**src/frl_defs.svh**
```systemverilog
`ifndef FRL_DEFS_SVH
`define FRL_DEFS_SVH

// ********************************************************************
// register offsets
// ********************************************************************
`define FRL_OFS_PWM1_CONFIG 8'h5C
`define FRL_OFS_PWM2_CONFIG 8'h5D
`define FRL_OFS_PWM3_CONFIG 8'h5E
`define FRL_OFS_RAMP_CTRL_A 8'h62
`define FRL_OFS_RAMP_CTRL_B 8'h63

// ********************************************************************
// field positions and reset values
// ********************************************************************
`define FRL_SLOW_BIT 3
`define FRL_A_STEP1_LSB 0
`define FRL_A_EN1_BIT 3
`define FRL_B_STEP3_LSB 0
`define FRL_B_EN3_BIT 3
`define FRL_B_STEP2_LSB 4
`define FRL_B_EN2_BIT 7
`define FRL_REG_RESET 8'h00
`define FRL_DUTY_RESET 8'h00
`define FRL_UNMAPPED_READ 8'h00

// ********************************************************************
// timing: full 0 to 255 ramp at one slot per update
// ********************************************************************
`define FRL_RAMP_FULL_MS 35000
`define FRL_CLK_KHZ 200000
`define FRL_SLOTS 255
`define FRL_SLOW_FACTOR_M1 2'h3

`endif

```
**src/frl_pkg.sv**
```systemverilog
package frl_pkg;

    typedef logic [7:0] frl_byte_t;
    typedef logic [2:0] frl_code_t;

    // register file state
    typedef struct packed {
        frl_byte_t [2:0] pwm_config;
        frl_byte_t ramp_ctrl_a;
        frl_byte_t ramp_ctrl_b;
        frl_byte_t rdata;
    } frl_regs_t;

    // ramp limiter state
    typedef struct packed {
        logic [31:0] tick_cnt;
        logic tick;
        logic [2:0][1:0] slow_cnt;
        frl_byte_t [2:0] duty;
    } frl_ramp_t;

endpackage : frl_pkg

```
**src/frl_reg_file.sv**
```systemverilog
`timescale 1ns/1ps
`default_nettype none
`include "frl_defs.svh"

module frl_reg_file
    import frl_pkg::*;
(
    input wire logic i_clk,
    input wire logic i_rst,
    input wire logic [7:0] i_reg_addr,
    input wire logic [7:0] i_reg_wdata,
    input wire logic i_reg_wr,
    input wire logic i_reg_rd,
    output logic [7:0] o_reg_rdata,
    output logic [7:0] o_pwm1_config,
    output logic [7:0] o_pwm2_config,
    output logic [7:0] o_pwm3_config,
    output logic [7:0] o_ramp_ctrl_a,
    output logic [7:0] o_ramp_ctrl_b
);

    frl_regs_t r_q;
    frl_regs_t r_d;

    // ****************************************************************
    // write decode and registered read data
    // ****************************************************************
    always_comb begin
        r_d = r_q;
        if (i_reg_wr) begin
            if (i_reg_addr == `FRL_OFS_PWM1_CONFIG) begin
                r_d.pwm_config[0] = i_reg_wdata;
            end else if (i_reg_addr == `FRL_OFS_PWM2_CONFIG) begin
                r_d.pwm_config[1] = i_reg_wdata;
            end else if (i_reg_addr == `FRL_OFS_PWM3_CONFIG) begin
                r_d.pwm_config[2] = i_reg_wdata;
            end else if (i_reg_addr == `FRL_OFS_RAMP_CTRL_A) begin
                r_d.ramp_ctrl_a = i_reg_wdata;
            end else if (i_reg_addr == `FRL_OFS_RAMP_CTRL_B) begin
                r_d.ramp_ctrl_b = i_reg_wdata;
            end
        end
        // read data holds until the next read strobe
        if (i_reg_rd) begin
            if (i_reg_addr == `FRL_OFS_PWM1_CONFIG) begin
                r_d.rdata = r_q.pwm_config[0];
            end else if (i_reg_addr == `FRL_OFS_PWM2_CONFIG) begin
                r_d.rdata = r_q.pwm_config[1];
            end else if (i_reg_addr == `FRL_OFS_PWM3_CONFIG) begin
                r_d.rdata = r_q.pwm_config[2];
            end else if (i_reg_addr == `FRL_OFS_RAMP_CTRL_A) begin
                r_d.rdata = r_q.ramp_ctrl_a;
            end else if (i_reg_addr == `FRL_OFS_RAMP_CTRL_B) begin
                r_d.rdata = r_q.ramp_ctrl_b;
            end else begin
                r_d.rdata = `FRL_UNMAPPED_READ;
            end
        end
    end

    always_ff @(posedge i_clk or posedge i_rst) begin
        if (i_rst) begin
            r_q.pwm_config <= {3{`FRL_REG_RESET}};
            r_q.ramp_ctrl_a <= `FRL_REG_RESET;
            r_q.ramp_ctrl_b <= `FRL_REG_RESET;
            r_q.rdata <= `FRL_UNMAPPED_READ;
        end else begin
            r_q <= r_d;
        end
    end

    assign o_reg_rdata = r_q.rdata;
    assign o_pwm1_config = r_q.pwm_config[0];
    assign o_pwm2_config = r_q.pwm_config[1];
    assign o_pwm3_config = r_q.pwm_config[2];
    assign o_ramp_ctrl_a = r_q.ramp_ctrl_a;
    assign o_ramp_ctrl_b = r_q.ramp_ctrl_b;

endmodule : frl_reg_file

`default_nettype wire

```
**src/frl_ramp_limiter.sv**
```systemverilog
`timescale 1ns/1ps
`default_nettype none
`include "frl_defs.svh"

module frl_ramp_limiter
    import frl_pkg::*;
#(
    // cycles between duty updates; one slot per update gives the full ramp
    parameter int unsigned UPDATE_CYC = int'(64'(`FRL_RAMP_FULL_MS)
        * 64'(`FRL_CLK_KHZ) / 64'(`FRL_SLOTS))
) (
    input wire logic i_clk,
    input wire logic i_rst,
    input wire logic [7:0] i_reg_addr,
    input wire logic [7:0] i_reg_wdata,
    input wire logic i_reg_wr,
    input wire logic i_reg_rd,
    input wire logic [7:0] i_target_duty1,
    input wire logic [7:0] i_target_duty2,
    input wire logic [7:0] i_target_duty3,
    output logic [7:0] o_reg_rdata,
    output logic [7:0] o_duty1,
    output logic [7:0] o_duty2,
    output logic [7:0] o_duty3,
    output logic o_update
);

    // ****************************************************************
    // derived constants
    // ****************************************************************
    // last count of the update timer; sized once so the compare is clean
    localparam logic [31:0] TICK_LAST = 32'(UPDATE_CYC - 1);
    // last phase of the slow-mode counter, the one that lets a step through
    localparam logic [1:0] SLOW_LAST = `FRL_SLOW_FACTOR_M1;

    // ****************************************************************
    // helpers
    // ****************************************************************
    // step size in slots for a 3-bit code
    function automatic frl_byte_t step_slots(input frl_code_t code);
        frl_byte_t s;
        s = 8'h01;
        case (code)
            3'h0: s = 8'h01;
            3'h1: s = 8'h02;
            3'h2: s = 8'h03;
            3'h3: s = 8'h05;
            3'h4: s = 8'h08;
            3'h5: s = 8'h0C;
            3'h6: s = 8'h18;
            3'h7: s = 8'h30;
            default: s = 8'h01;
        endcase
        return s;
    endfunction : step_slots

    // one step from prev toward tgt, never passing it
    function automatic frl_byte_t ramp_next(input frl_byte_t prev,
                                           input frl_byte_t tgt,
                                           input frl_byte_t step);
        frl_byte_t n;
        n = prev;
        if (tgt > prev) begin
            if (8'(tgt - prev) <= step) begin
                n = tgt;
            end else begin
                n = 8'(prev + step);
            end
        end else if (tgt < prev) begin
            if (8'(prev - tgt) <= step) begin
                n = tgt;
            end else begin
                n = 8'(prev - step);
            end
        end
        return n;
    endfunction : ramp_next

    // slow mode lets only every fourth update through; the counter keeps
    // running meanwhile, so toggling the slow bit does not reset the phase
    function automatic logic step_due(input logic slow,
                                      input logic [1:0] cnt);
        logic due;
        due = !slow || cnt == SLOW_LAST;
        return due;
    endfunction : step_due

    // ****************************************************************
    // register file
    // ****************************************************************
    logic [7:0] pwm_config [3];
    logic [7:0] ramp_ctrl_a;
    logic [7:0] ramp_ctrl_b;
    logic [7:0] reg_rdata;

    frl_reg_file u_regs (
        .i_clk(i_clk),
        .i_rst(i_rst),
        .i_reg_addr(i_reg_addr),
        .i_reg_wdata(i_reg_wdata),
        .i_reg_wr(i_reg_wr),
        .i_reg_rd(i_reg_rd),
        .o_reg_rdata(reg_rdata),
        .o_pwm1_config(pwm_config[0]),
        .o_pwm2_config(pwm_config[1]),
        .o_pwm3_config(pwm_config[2]),
        .o_ramp_ctrl_a(ramp_ctrl_a),
        .o_ramp_ctrl_b(ramp_ctrl_b)
    );

    // ****************************************************************
    // per-output field decode
    // ****************************************************************
    frl_code_t ramp_step_sel_out1;
    frl_code_t ramp_step_sel_out2;
    frl_code_t ramp_step_sel_out3;
    frl_code_t step_code [3];
    logic ramp_en [3];
    logic slow_sel [3];
    frl_byte_t step_amt [3];
    frl_byte_t target [3];

    // field extraction from the two control registers
    assign ramp_step_sel_out1 = ramp_ctrl_a[`FRL_A_STEP1_LSB +: 3];
    assign ramp_step_sel_out3 = ramp_ctrl_b[`FRL_B_STEP3_LSB +: 3];
    assign ramp_step_sel_out2 = ramp_ctrl_b[`FRL_B_STEP2_LSB +: 3];

    // one code per output, in output order
    assign step_code[0] = ramp_step_sel_out1;
    assign step_code[1] = ramp_step_sel_out2;
    assign step_code[2] = ramp_step_sel_out3;

    // step size in slots, looked up once per output
    assign step_amt[0] = step_slots(step_code[0]);
    assign step_amt[1] = step_slots(step_code[1]);
    assign step_amt[2] = step_slots(step_code[2]);

    // per-output limiter enables
    assign ramp_en[0] = ramp_ctrl_a[`FRL_A_EN1_BIT];
    assign ramp_en[1] = ramp_ctrl_b[`FRL_B_EN2_BIT];
    assign ramp_en[2] = ramp_ctrl_b[`FRL_B_EN3_BIT];

    // slow bits live in the per-output config registers
    assign slow_sel[0] = pwm_config[0][`FRL_SLOW_BIT];
    assign slow_sel[1] = pwm_config[1][`FRL_SLOW_BIT];
    assign slow_sel[2] = pwm_config[2][`FRL_SLOW_BIT];

    // targets arrive on this clock from the duty calculation
    assign target[0] = i_target_duty1;
    assign target[1] = i_target_duty2;
    assign target[2] = i_target_duty3;

    // ****************************************************************
    // update timer and duty stepping
    // ****************************************************************
    frl_ramp_t s_q;
    frl_ramp_t s_d;

    // the update interval is one slot's share of the 35 s full ramp, so
    // larger steps shorten the full ramp in proportion
    always_comb begin
        s_d = s_q;
        // timer: count to the interval, then pulse for one cycle
        s_d.tick = 1'b0;
        if (s_q.tick_cnt >= TICK_LAST) begin
            s_d.tick_cnt = 32'h0000_0000;
            s_d.tick = 1'b1;
        end else begin
            s_d.tick_cnt = 32'(s_q.tick_cnt + 32'h0000_0001);
        end
        // per output: follow when off, else step on an update
        for (int i = 0; i < 3; i++) begin
            if (!ramp_en[i]) begin
                // limiter off: output follows the target at once
                s_d.duty[i] = target[i];
                s_d.slow_cnt[i] = 2'h0;
            end else if (s_q.tick) begin
                s_d.slow_cnt[i] = 2'(s_q.slow_cnt[i] + 2'h1);
                // slow mode acts on every fourth update only
                if (step_due(slow_sel[i], s_q.slow_cnt[i])) begin
                    // target is compared fresh each update, so a dip that
                    // stays above the output keeps the ramp going up
                    s_d.duty[i] = ramp_next(s_q.duty[i], target[i],
                        step_amt[i]);
                end
            end
        end
    end

    // async reset parks every output at zero duty with the timer cleared
    always_ff @(posedge i_clk or posedge i_rst) begin
        if (i_rst) begin
            s_q.tick_cnt <= 32'h0000_0000;
            s_q.tick <= 1'b0;
            s_q.slow_cnt <= {3{2'h0}};
            s_q.duty <= {3{`FRL_DUTY_RESET}};
        end else begin
            s_q <= s_d;
        end
    end

    // ****************************************************************
    // outputs, all from flip-flops
    // ****************************************************************
    assign o_reg_rdata = reg_rdata;
    assign o_duty1 = s_q.duty[0];
    assign o_duty2 = s_q.duty[1];
    assign o_duty3 = s_q.duty[2];
    assign o_update = s_q.tick;

endmodule : frl_ramp_limiter

`default_nettype wire

```
**config.mk**
```make
export PLATFORM = sky130hd
export DESIGN_NAME = frl_ramp_limiter
export DESIGN_NICKNAME = d
export VERILOG_FILES = /design/src/frl_pkg.sv /design/src/frl_reg_file.sv /design/src/frl_ramp_limiter.sv
export VERILOG_INCLUDE_DIRS = /design/src
export SDC_FILE = /design/constraint.sdc
export NUM_CORES = 1
export LEC_CHECK = 0
export BUFFER_PORTS_ARGS = -buffer_cell sky130_fd_sc_hd__buf_2
export CAP_MARGIN = 15
export CORE_MARGIN = 4
export CORE_UTILIZATION = 45
export CTS_BUF_LIST = sky130_fd_sc_hd__clkbuf_16
export DETAILED_ROUTE_END_ITERATION = 10
export HOLD_SLACK_MARGIN = 0.06
export PLACE_DENSITY = 0.71
export SLEW_MARGIN = 25
export SYNTH_ARGS = -nofsm -noshare
export SYNTH_HDL_FRONTEND = slang
export SYNTH_HIERARCHICAL = 1
export SYNTH_SLANG_ARGS = --single-unit
```
**constraint.sdc**
```tcl
create_clock -name i_clk -period 3.9 [get_ports i_clk]
set_clock_uncertainty 0.05 [all_clocks]
set_input_delay 0.195 -clock i_clk [delete_from_list [all_inputs] [get_ports i_clk]]
set_output_delay 0.195 -clock i_clk [all_outputs]
set_load 0.02 [all_outputs]
```
==> impl_metrics.yaml, run 1 <==
logic_synthesis:
  syn_avg_cell_area_sq_um: 8.757
  synth_compound_area_frac: 0.2095
  synth-edff-count: 0
  async_flop_share: 1.000
  synth_xor_area_frac: 0.04572
  synth_mux_area_frac: 0.05736
  ys_seq_area_frac: 0.2637
  yosys.area_share.simple: 0.1692
  synth_flop_cell: "dfrtp_1"
  ys_seq_elements: 111
  synth_top_family_by_area: "compound AO/OA/AOI/OAI gates"
  synth_area_sq_um: 10540
  synthAdderAreaFrac: 0.1701
  synthCells: 1203
  synth.distinct_cells: 97
  ys_warn_count: 6
hold_path:
  min_to: "o_duty2[3]$_DFFE_PP0P_"
  min_path_type: "input port to flip-flop"
  min_path_cells: 2
  min-delay-start: "i_target_duty2[3]"
pwr:
  p_per_area_nw_per_um2: 319.7
  leakage_nw: 5.543
  irDropWorstVdd_mv: 0.2161
place:
  io_buffers: 76
  finalWeightedCongestion: 0.9364
  hpwl_mm: 20.44
  place_inst: 1555
  place_ws_ns: 0.01646
cts:
  cts_buffers: 9
  clkTransAtPathRegs_ns: 0.07
  htreeDepth: 3
  clockBufferDepth: 2
  insertion_delay_ns: 0.36
  cts_sinks: 111
  cts_tree: "done"
  cts-root-buf: "clkbuf_16"
worst_setup_path:
  cp-start-kind: "input port"
  timing.rr.start: "o_duty2[1]$_DFFE_PP0P_"
  timing_worst_setup_path_type: "input port to flip-flop"
  endpoint_kind: "flip-flop"
  rr_worst_depth: 15
  cp_max_fo: 10
  r2r_end: "o_duty2[3]$_DFFE_PP0P_"
  worstPathArrival_ns: 3.90
  ff2ff_setup_slack_ns: 0.22
  cp.required_ns: 4.10
finish:
  area_growth_syn_to_layout_pct: 10.62
  nets: 1444
  antenna_cells: 0
  final_cells: 1582
  final_layout_size_suffix_gt1_frac: 0.1678
  final_cell_mix: "125 x inv_1, 123 x ha_1, 111 x dfrtp_1"
  fill_cells: 2172
  final_common_cell: "inv_1"
global_route:
  grt_overflow: 0
  grt_use_total: 0.2060
  antenna_found_initial: 1
  first_global_vias: 8825
  grt_pass1_wl_mm: 44.20
  grt_max_degree: 49
sta:
  tightest_slew_ns: 0.8767
  drv_slew: 0
  slew_headroom: 0.4156
  finalCritPeriodShare: 0.9483
  setup_viol_count_final: 0
  grt_setup_unrepaired: "no"
  layout_setup_ws_ns: 0.2016
  finalHoldViolCount: 0
  tns_ns: 0
  fmax_mhz: 270.4
  hold_ws_ns: 0.06954
  layout_min_cycle_time_ns: 3.698
routing:
  drt_iter0_markers: 657
  drt-total-wl_mm: 26.86
  via_count: 8990
  vias_per_cell: 5.683
  wl_per_cell_um: 16.98
  first_pass_iters: 5
  route.detailed.drc: 0
  antenna_left: 0
floorplanning:
  dieHeight_um: 161.0
  die_w_um: 161.0
  start_util: 0.4611
  die_area_sq_um: 25920
  num_rows: 55
  ios: 77
  core_area_sq_um: 22850
outcome:
  status: "finished clean"
run:
  maxCapViolations: 0
## flip-flops by register name (all words and copies together), names as in the netlist
name	cells
u_regs/o_ramp_ctrl_b	8
u_regs/o_pwm2_config	8
s_q	38
u_regs/o_reg_rdata	8
u_regs/o_ramp_ctrl_a	8
o_duty3	8
u_regs/o_pwm3_config	8
u_regs/o_pwm1_config	8
o_update	1
o_duty2	8
o_duty1	8
## stage by stage
stage | area, sq um | power [mW] | util
global placement | 11120 | 2.509 | 0.4865
global route | 11650 | 3.960 | 0.5101
finish | 11650 | 3.726 | 0.5101
detailed placement | 11120 | 2.533 | 0.4865
CTS | 11560 | 3.710 | 0.5060
floorplan | 10560 | 2.219 | -
## repair_timing
action                                  CTS  global route
hold buffers                              7             0
gates resized for setup                   1            17
pin swaps                                 0             4
setup buffers                             0             4
endpoints found under the setup margin    1            13
endpoints found under the hold margin    55             0
## area by class of cell
cell class	count	area [sq um]	share of cell area
inverter	129	485.5	0.04166
tap	313	391.6	0.03361
timing repair buffer	112	668.1	0.05733
clock inverter	7	142.6	0.01224
clock buffer	9	225.2	0.01933
multi-input combinational	901	6963	0.5975
sequential	111	2778	0.2384
## report_power, final
part	switching [mW]	leakage (nW)	internal (mW)	total, mW
sequential	0.0612	1.43	1.20	1.26
combinational	0.757	3.94	0.551	1.31
clock	0.457	0.180	0.697	1.15
## per-layer routing
metal | vias up | wire, um | share of wire | track usage
met2 | 268 | 12640 | 0.47 | 0.3505
met4 | 2 | 638 | 0.024 | 0.06475
met5 | - | 13 | 0.00048 | 0
li1 | 4405 | - | - | -
met1 | 4267 | 12220 | 0.45 | 0.2725
met3 | 48 | 1350 | 0.050 | 0.02934
## cells by family (layout without fill, tap and decap cells)
family,count (synthesis),in the layout
flip-flops,111,111
other,1,7
AND/OR/NAND/NOR,336,336
XOR/XNOR,55,55
AO/OA/AOI/OAI,315,315
multiplexers,52,52
buffers and inverters,197,257
adder cells (fa/ha/maj),136,136
## worst max-delay path, cell delays in order
cell and delay [ns]:
dlygate4sd3_1 0.53, buf_2 0.13, inv_1 0.12, ha_4 0.25, a21oi_2 0.17, nand2_1 0.10, a21o_1 0.20, a21oi_2 0.14
xnor2_1 0.13, ha_1 0.26, a21boi_1 0.14, o32ai_2 0.41, o2111a_1 0.26, and4bb_4 0.25, a221oi_2 0.27, a311oi_1 0.07
a221o_1 0.26
## worst max path at each step
stage                           start                endpoint  slack, ns  depth (start not counted)
2_1_floorplan  o_duty2[2]$_DFFE_PP0P_  o_duty2[4]$_DFFE_PP0P_       0.35                         16
3_3_place_gp   o_duty2[2]$_DFFE_PP0P_  o_duty2[4]$_DFFE_PP0P_       0.12                         14
3_5_place_dp   o_duty2[2]$_DFFE_PP0P_  o_duty2[4]$_DFFE_PP0P_       0.02                         14
4_1_cts             i_target_duty2[2]  o_duty2[4]$_DFFE_PP0P_       0.02                         17
5_1_grt        o_duty2[1]$_DFFE_PP0P_  o_duty2[4]$_DFFE_PP0P_      0.009                         15
6_report            i_target_duty2[2]  o_duty2[3]$_DFFE_PP0P_       0.20                         17
## synth_stat cells (4+ instances only)
master | number | area [sq um]
nor4_1 | 7 | 43.79
and3_1 | 10 | 62.56
nand4_1 | 18 | 112.6
clkbuf_1 | 24 | 90.09
nand3b_1 | 6 | 45.04
or2_2 | 9 | 56.30
o21bai_1 | 8 | 60.06
mux2i_1 | 9 | 90.09
mux2_4 | 8 | 120.1
a21oi_1 | 64 | 320.3
ha_1 | 124 | 1551
a211o_1 | 6 | 52.55
a31oi_1 | 14 | 87.58
buf_2 | 12 | 60.06
nor3_1 | 19 | 95.09
xor2_1 | 26 | 227.7
nor2_1 | 87 | 326.6
o31a_1 | 4 | 35.03
nor2b_1 | 25 | 156.4
a221oi_1 | 4 | 35.03
buf_4 | 29 | 217.7
o211ai_1 | 12 | 90.09
o2111ai_1 | 5 | 43.79
and2_1 | 8 | 50.05
a211oi_1 | 12 | 90.09
o21a_1 | 13 | 97.59
and4_1 | 4 | 35.03
a21o_1 | 25 | 187.7
nand2_1 | 63 | 236.5
nand3_1 | 37 | 185.2
o311ai_0 | 9 | 78.83
o31ai_1 | 8 | 60.06
a2111oi_0 | 4 | 35.03
o21ai_1 | 6 | 30.03
xnor2_1 | 29 | 254.0
mux2_2 | 35 | 394.1
o22ai_1 | 6 | 37.54
o211a_1 | 9 | 90.09
nand2b_1 | 9 | 56.30
fa_1 | 12 | 240.2
o21ai_0 | 52 | 260.3
inv_1 | 127 | 476.7
o221ai_1 | 12 | 105.1
dfrtp_1 | 111 | 2778
or3_1 | 7 | 43.79
Power figures use the tool's default switching activity.
==> run 2, diff against run 1 <==
CORE_UTILIZATION = 25   (was 45)
PLACE_DENSITY = 0.49   (was 0.71)
==> run 2 against run 1 <==
- first-iteration DRC count shrank 11%
- final cell count grew 14%
- non-clock buffer count grew 10
- total power shrank 4.6%
- sequential power is essentially flat
- core utilization shrank 22 points
- global-route usage shrank 8.1 points
- critical path type unchanged
- critical endpoint unchanged
- largest cell class unchanged
- largest power group unchanged
==> impl_metrics.yaml, run 2 (synthesis results as in run 1) <==
outcome:
  status: "finished clean"
worst_setup_path:
  timing_worst_setup_path_type: "input port to flip-flop"
  r2r_end: "o_duty2[3]$_DFFE_PP0P_"
  timing.rr.start: "o_duty2[0]$_DFFE_PP0P_"
  rr_worst_depth: 14
  cp.required_ns: 4.10
  ff2ff_setup_slack_ns: 0.19
  worstPathArrival_ns: 3.91
  cp_max_fo: 10
  endpoint_kind: "flip-flop"
  cp-start-kind: "input port"
routing:
  antenna_left: 0
  via_count: 8801
  drt-total-wl_mm: 28.69
  drt_iter0_markers: 585
  wl_per_cell_um: 15.84
  vias_per_cell: 4.860
  first_pass_iters: 5
  route.detailed.drc: 0
sta:
  drv_slew: 0
  tightest_slew_ns: 1.091
  layout_min_cycle_time_ns: 3.716
  finalCritPeriodShare: 0.9528
  setup_viol_count_final: 0
  hold_ws_ns: 0.07364
  slew_headroom: 0.2613
  fmax_mhz: 269.1
  finalHoldViolCount: 0
hold_path:
  min-delay-start: "i_target_duty2[5]"
  min_to: "o_duty2[5]$_DFFE_PP0P_"
  min_path_cells: 2
  min_path_type: "input port to flip-flop"
finish:
  final_common_cell: "inv_1"
  area_growth_syn_to_layout_pct: 13.09
  final_cells: 1811
  largest_register_ffs: 38
  final_cell_mix: "125 x inv_1, 124 x ha_1, 110 x dfrtp_1"
  antenna_cells: 0
  top_register: "s_q"
  nets: 1454
  final_layout_size_suffix_gt1_frac: 0.1744
global_route:
  grt_max_degree: 49
  grt_use_total: 0.1253
  grt_overflow: 0
  antenna_found_initial: 1
  grt_pass1_wl_mm: 46.58
  first_global_vias: 8806
floorplanning:
  dieHeight_um: 213.3
  num_rows: 74
  start_util: 0.2557
  ios: 77
  core_area_sq_um: 41200
  die_area_sq_um: 45490
  die_w_um: 213.3
cts:
  cts_sinks: 111
  cts_buffers: 9
  cts-root-buf: "clkbuf_16"
  clockBufferDepth: 2
  htreeDepth: 3
  clkTransAtPathRegs_ns: 0.08
  insertion_delay_ns: 0.36
  cts_tree: "done"
place:
  io_buffers: 76
  place_inst: 1783
  hpwl_mm: 22.58
  finalWeightedCongestion: 0.8495
run:
  maxCapViolations: 0
pwr:
  p_per_area_nw_per_um2: 298.5
  irDropWorstVdd_mv: 0.2083
  leakage_nw: 5.555
==> run 2: per-stage QoR <==
step | cell area (sq um) | setup slack (ns) | utilization | TNS (ns) | power (mW)
global placement | 11460 | 0.1217 | 0.2781 | 0 | 2.553
detailed placement | 11460 | -0.05987 | 0.2781 | -0.09237 | 2.569
CTS | 11830 | 0.01357 | 0.2870 | 0 | 3.576
finish | 11910 | 0.1840 | 0.2892 | 0 | 3.556
global route | 11910 | -0.01133 | 0.2892 | -0.01133 | 3.806
floorplan | 10560 | 0.3482 | - | 0 | 2.219
==> run 2: power by group <==
group / internal [mW] / switching, mW / total (mW) / leakage (nW)
combinational: 0.558 / 0.764 / 1.32 / 3.99
clock: 0.501 / 0.470 / 0.971 / 0.146
sequential: 1.20 / 0.0590 / 1.26 / 1.42
==> run 2: worst max path at each step <==
| stage | end | startpoint | slack, ns |
|---|---|---|---|
| 2_1_floorplan | o_duty2[4]$_DFFE_PP0P_ | o_duty2[2]$_DFFE_PP0P_ | 0.35 |
| 3_3_place_gp | o_duty2[4]$_DFFE_PP0P_ | o_duty2[1]$_DFFE_PP0P_ | 0.12 |
| 3_5_place_dp | o_duty2[4]$_DFFE_PP0P_ | o_duty2[1]$_DFFE_PP0P_ | -0.06 |
| 4_1_cts | o_duty2[4]$_DFFE_PP0P_ | o_duty2[0]$_DFFE_PP0P_ | 0.01 |
| 5_1_grt | o_duty2[3]$_DFFE_PP0P_ | o_duty2[0]$_DFFE_PP0P_ | -0.01 |
| 6_report | o_duty2[3]$_DFFE_PP0P_ | i_target_duty2[3] | 0.18 |
==> run 2: area by class of cell <==
cell class | count | area, sq um
Sequential cell | 111 | 2779
Inverter | 129 | 488.0
Multi-Input combinational cell | 901 | 6943
Fill cell | 4407 | 29290
Tap cell | 532 | 665.6
Timing Repair Buffer | 122 | 743.2
Clock buffer | 9 | 225.2
Clock inverter | 7 | 70.07
==> run 2: critical path, stage by stage <==
cell	delay (ns)
dlygate4sd3_1	0.51
buf_2	0.13
inv_1	0.04
ha_1	0.43
o21a_1	0.24
o31a_1	0.11
a21oi_1	0.15
ha_1	0.28
a21oi_1	0.15
a21boi_0	0.13
o32ai_2	0.36
o2111a_1	0.27
and4bb_4	0.25
a221oi_2	0.27
a311oi_1	0.09
a221o_1	0.28
==> run 2: repair_timing <==
action / CTS / global route
hold buffers: 7 / 0
setup buffers: 0 / 5
endpoints found under the setup margin: 3 / 19
resized for setup: 1 / 16
pin swaps: 0 / 2
endpoints found under the hold margin: 48 / 0
==> run 2: per-layer routing <==
layer	up-vias	track usage	share of wire
li1	4426	-	-
met1	4226	0.1676	0.48
met2	133	0.2204	0.49
met3	14	0.01690	0.027
met4	2	0.01898	0.0078
met5	-	0	0.00070
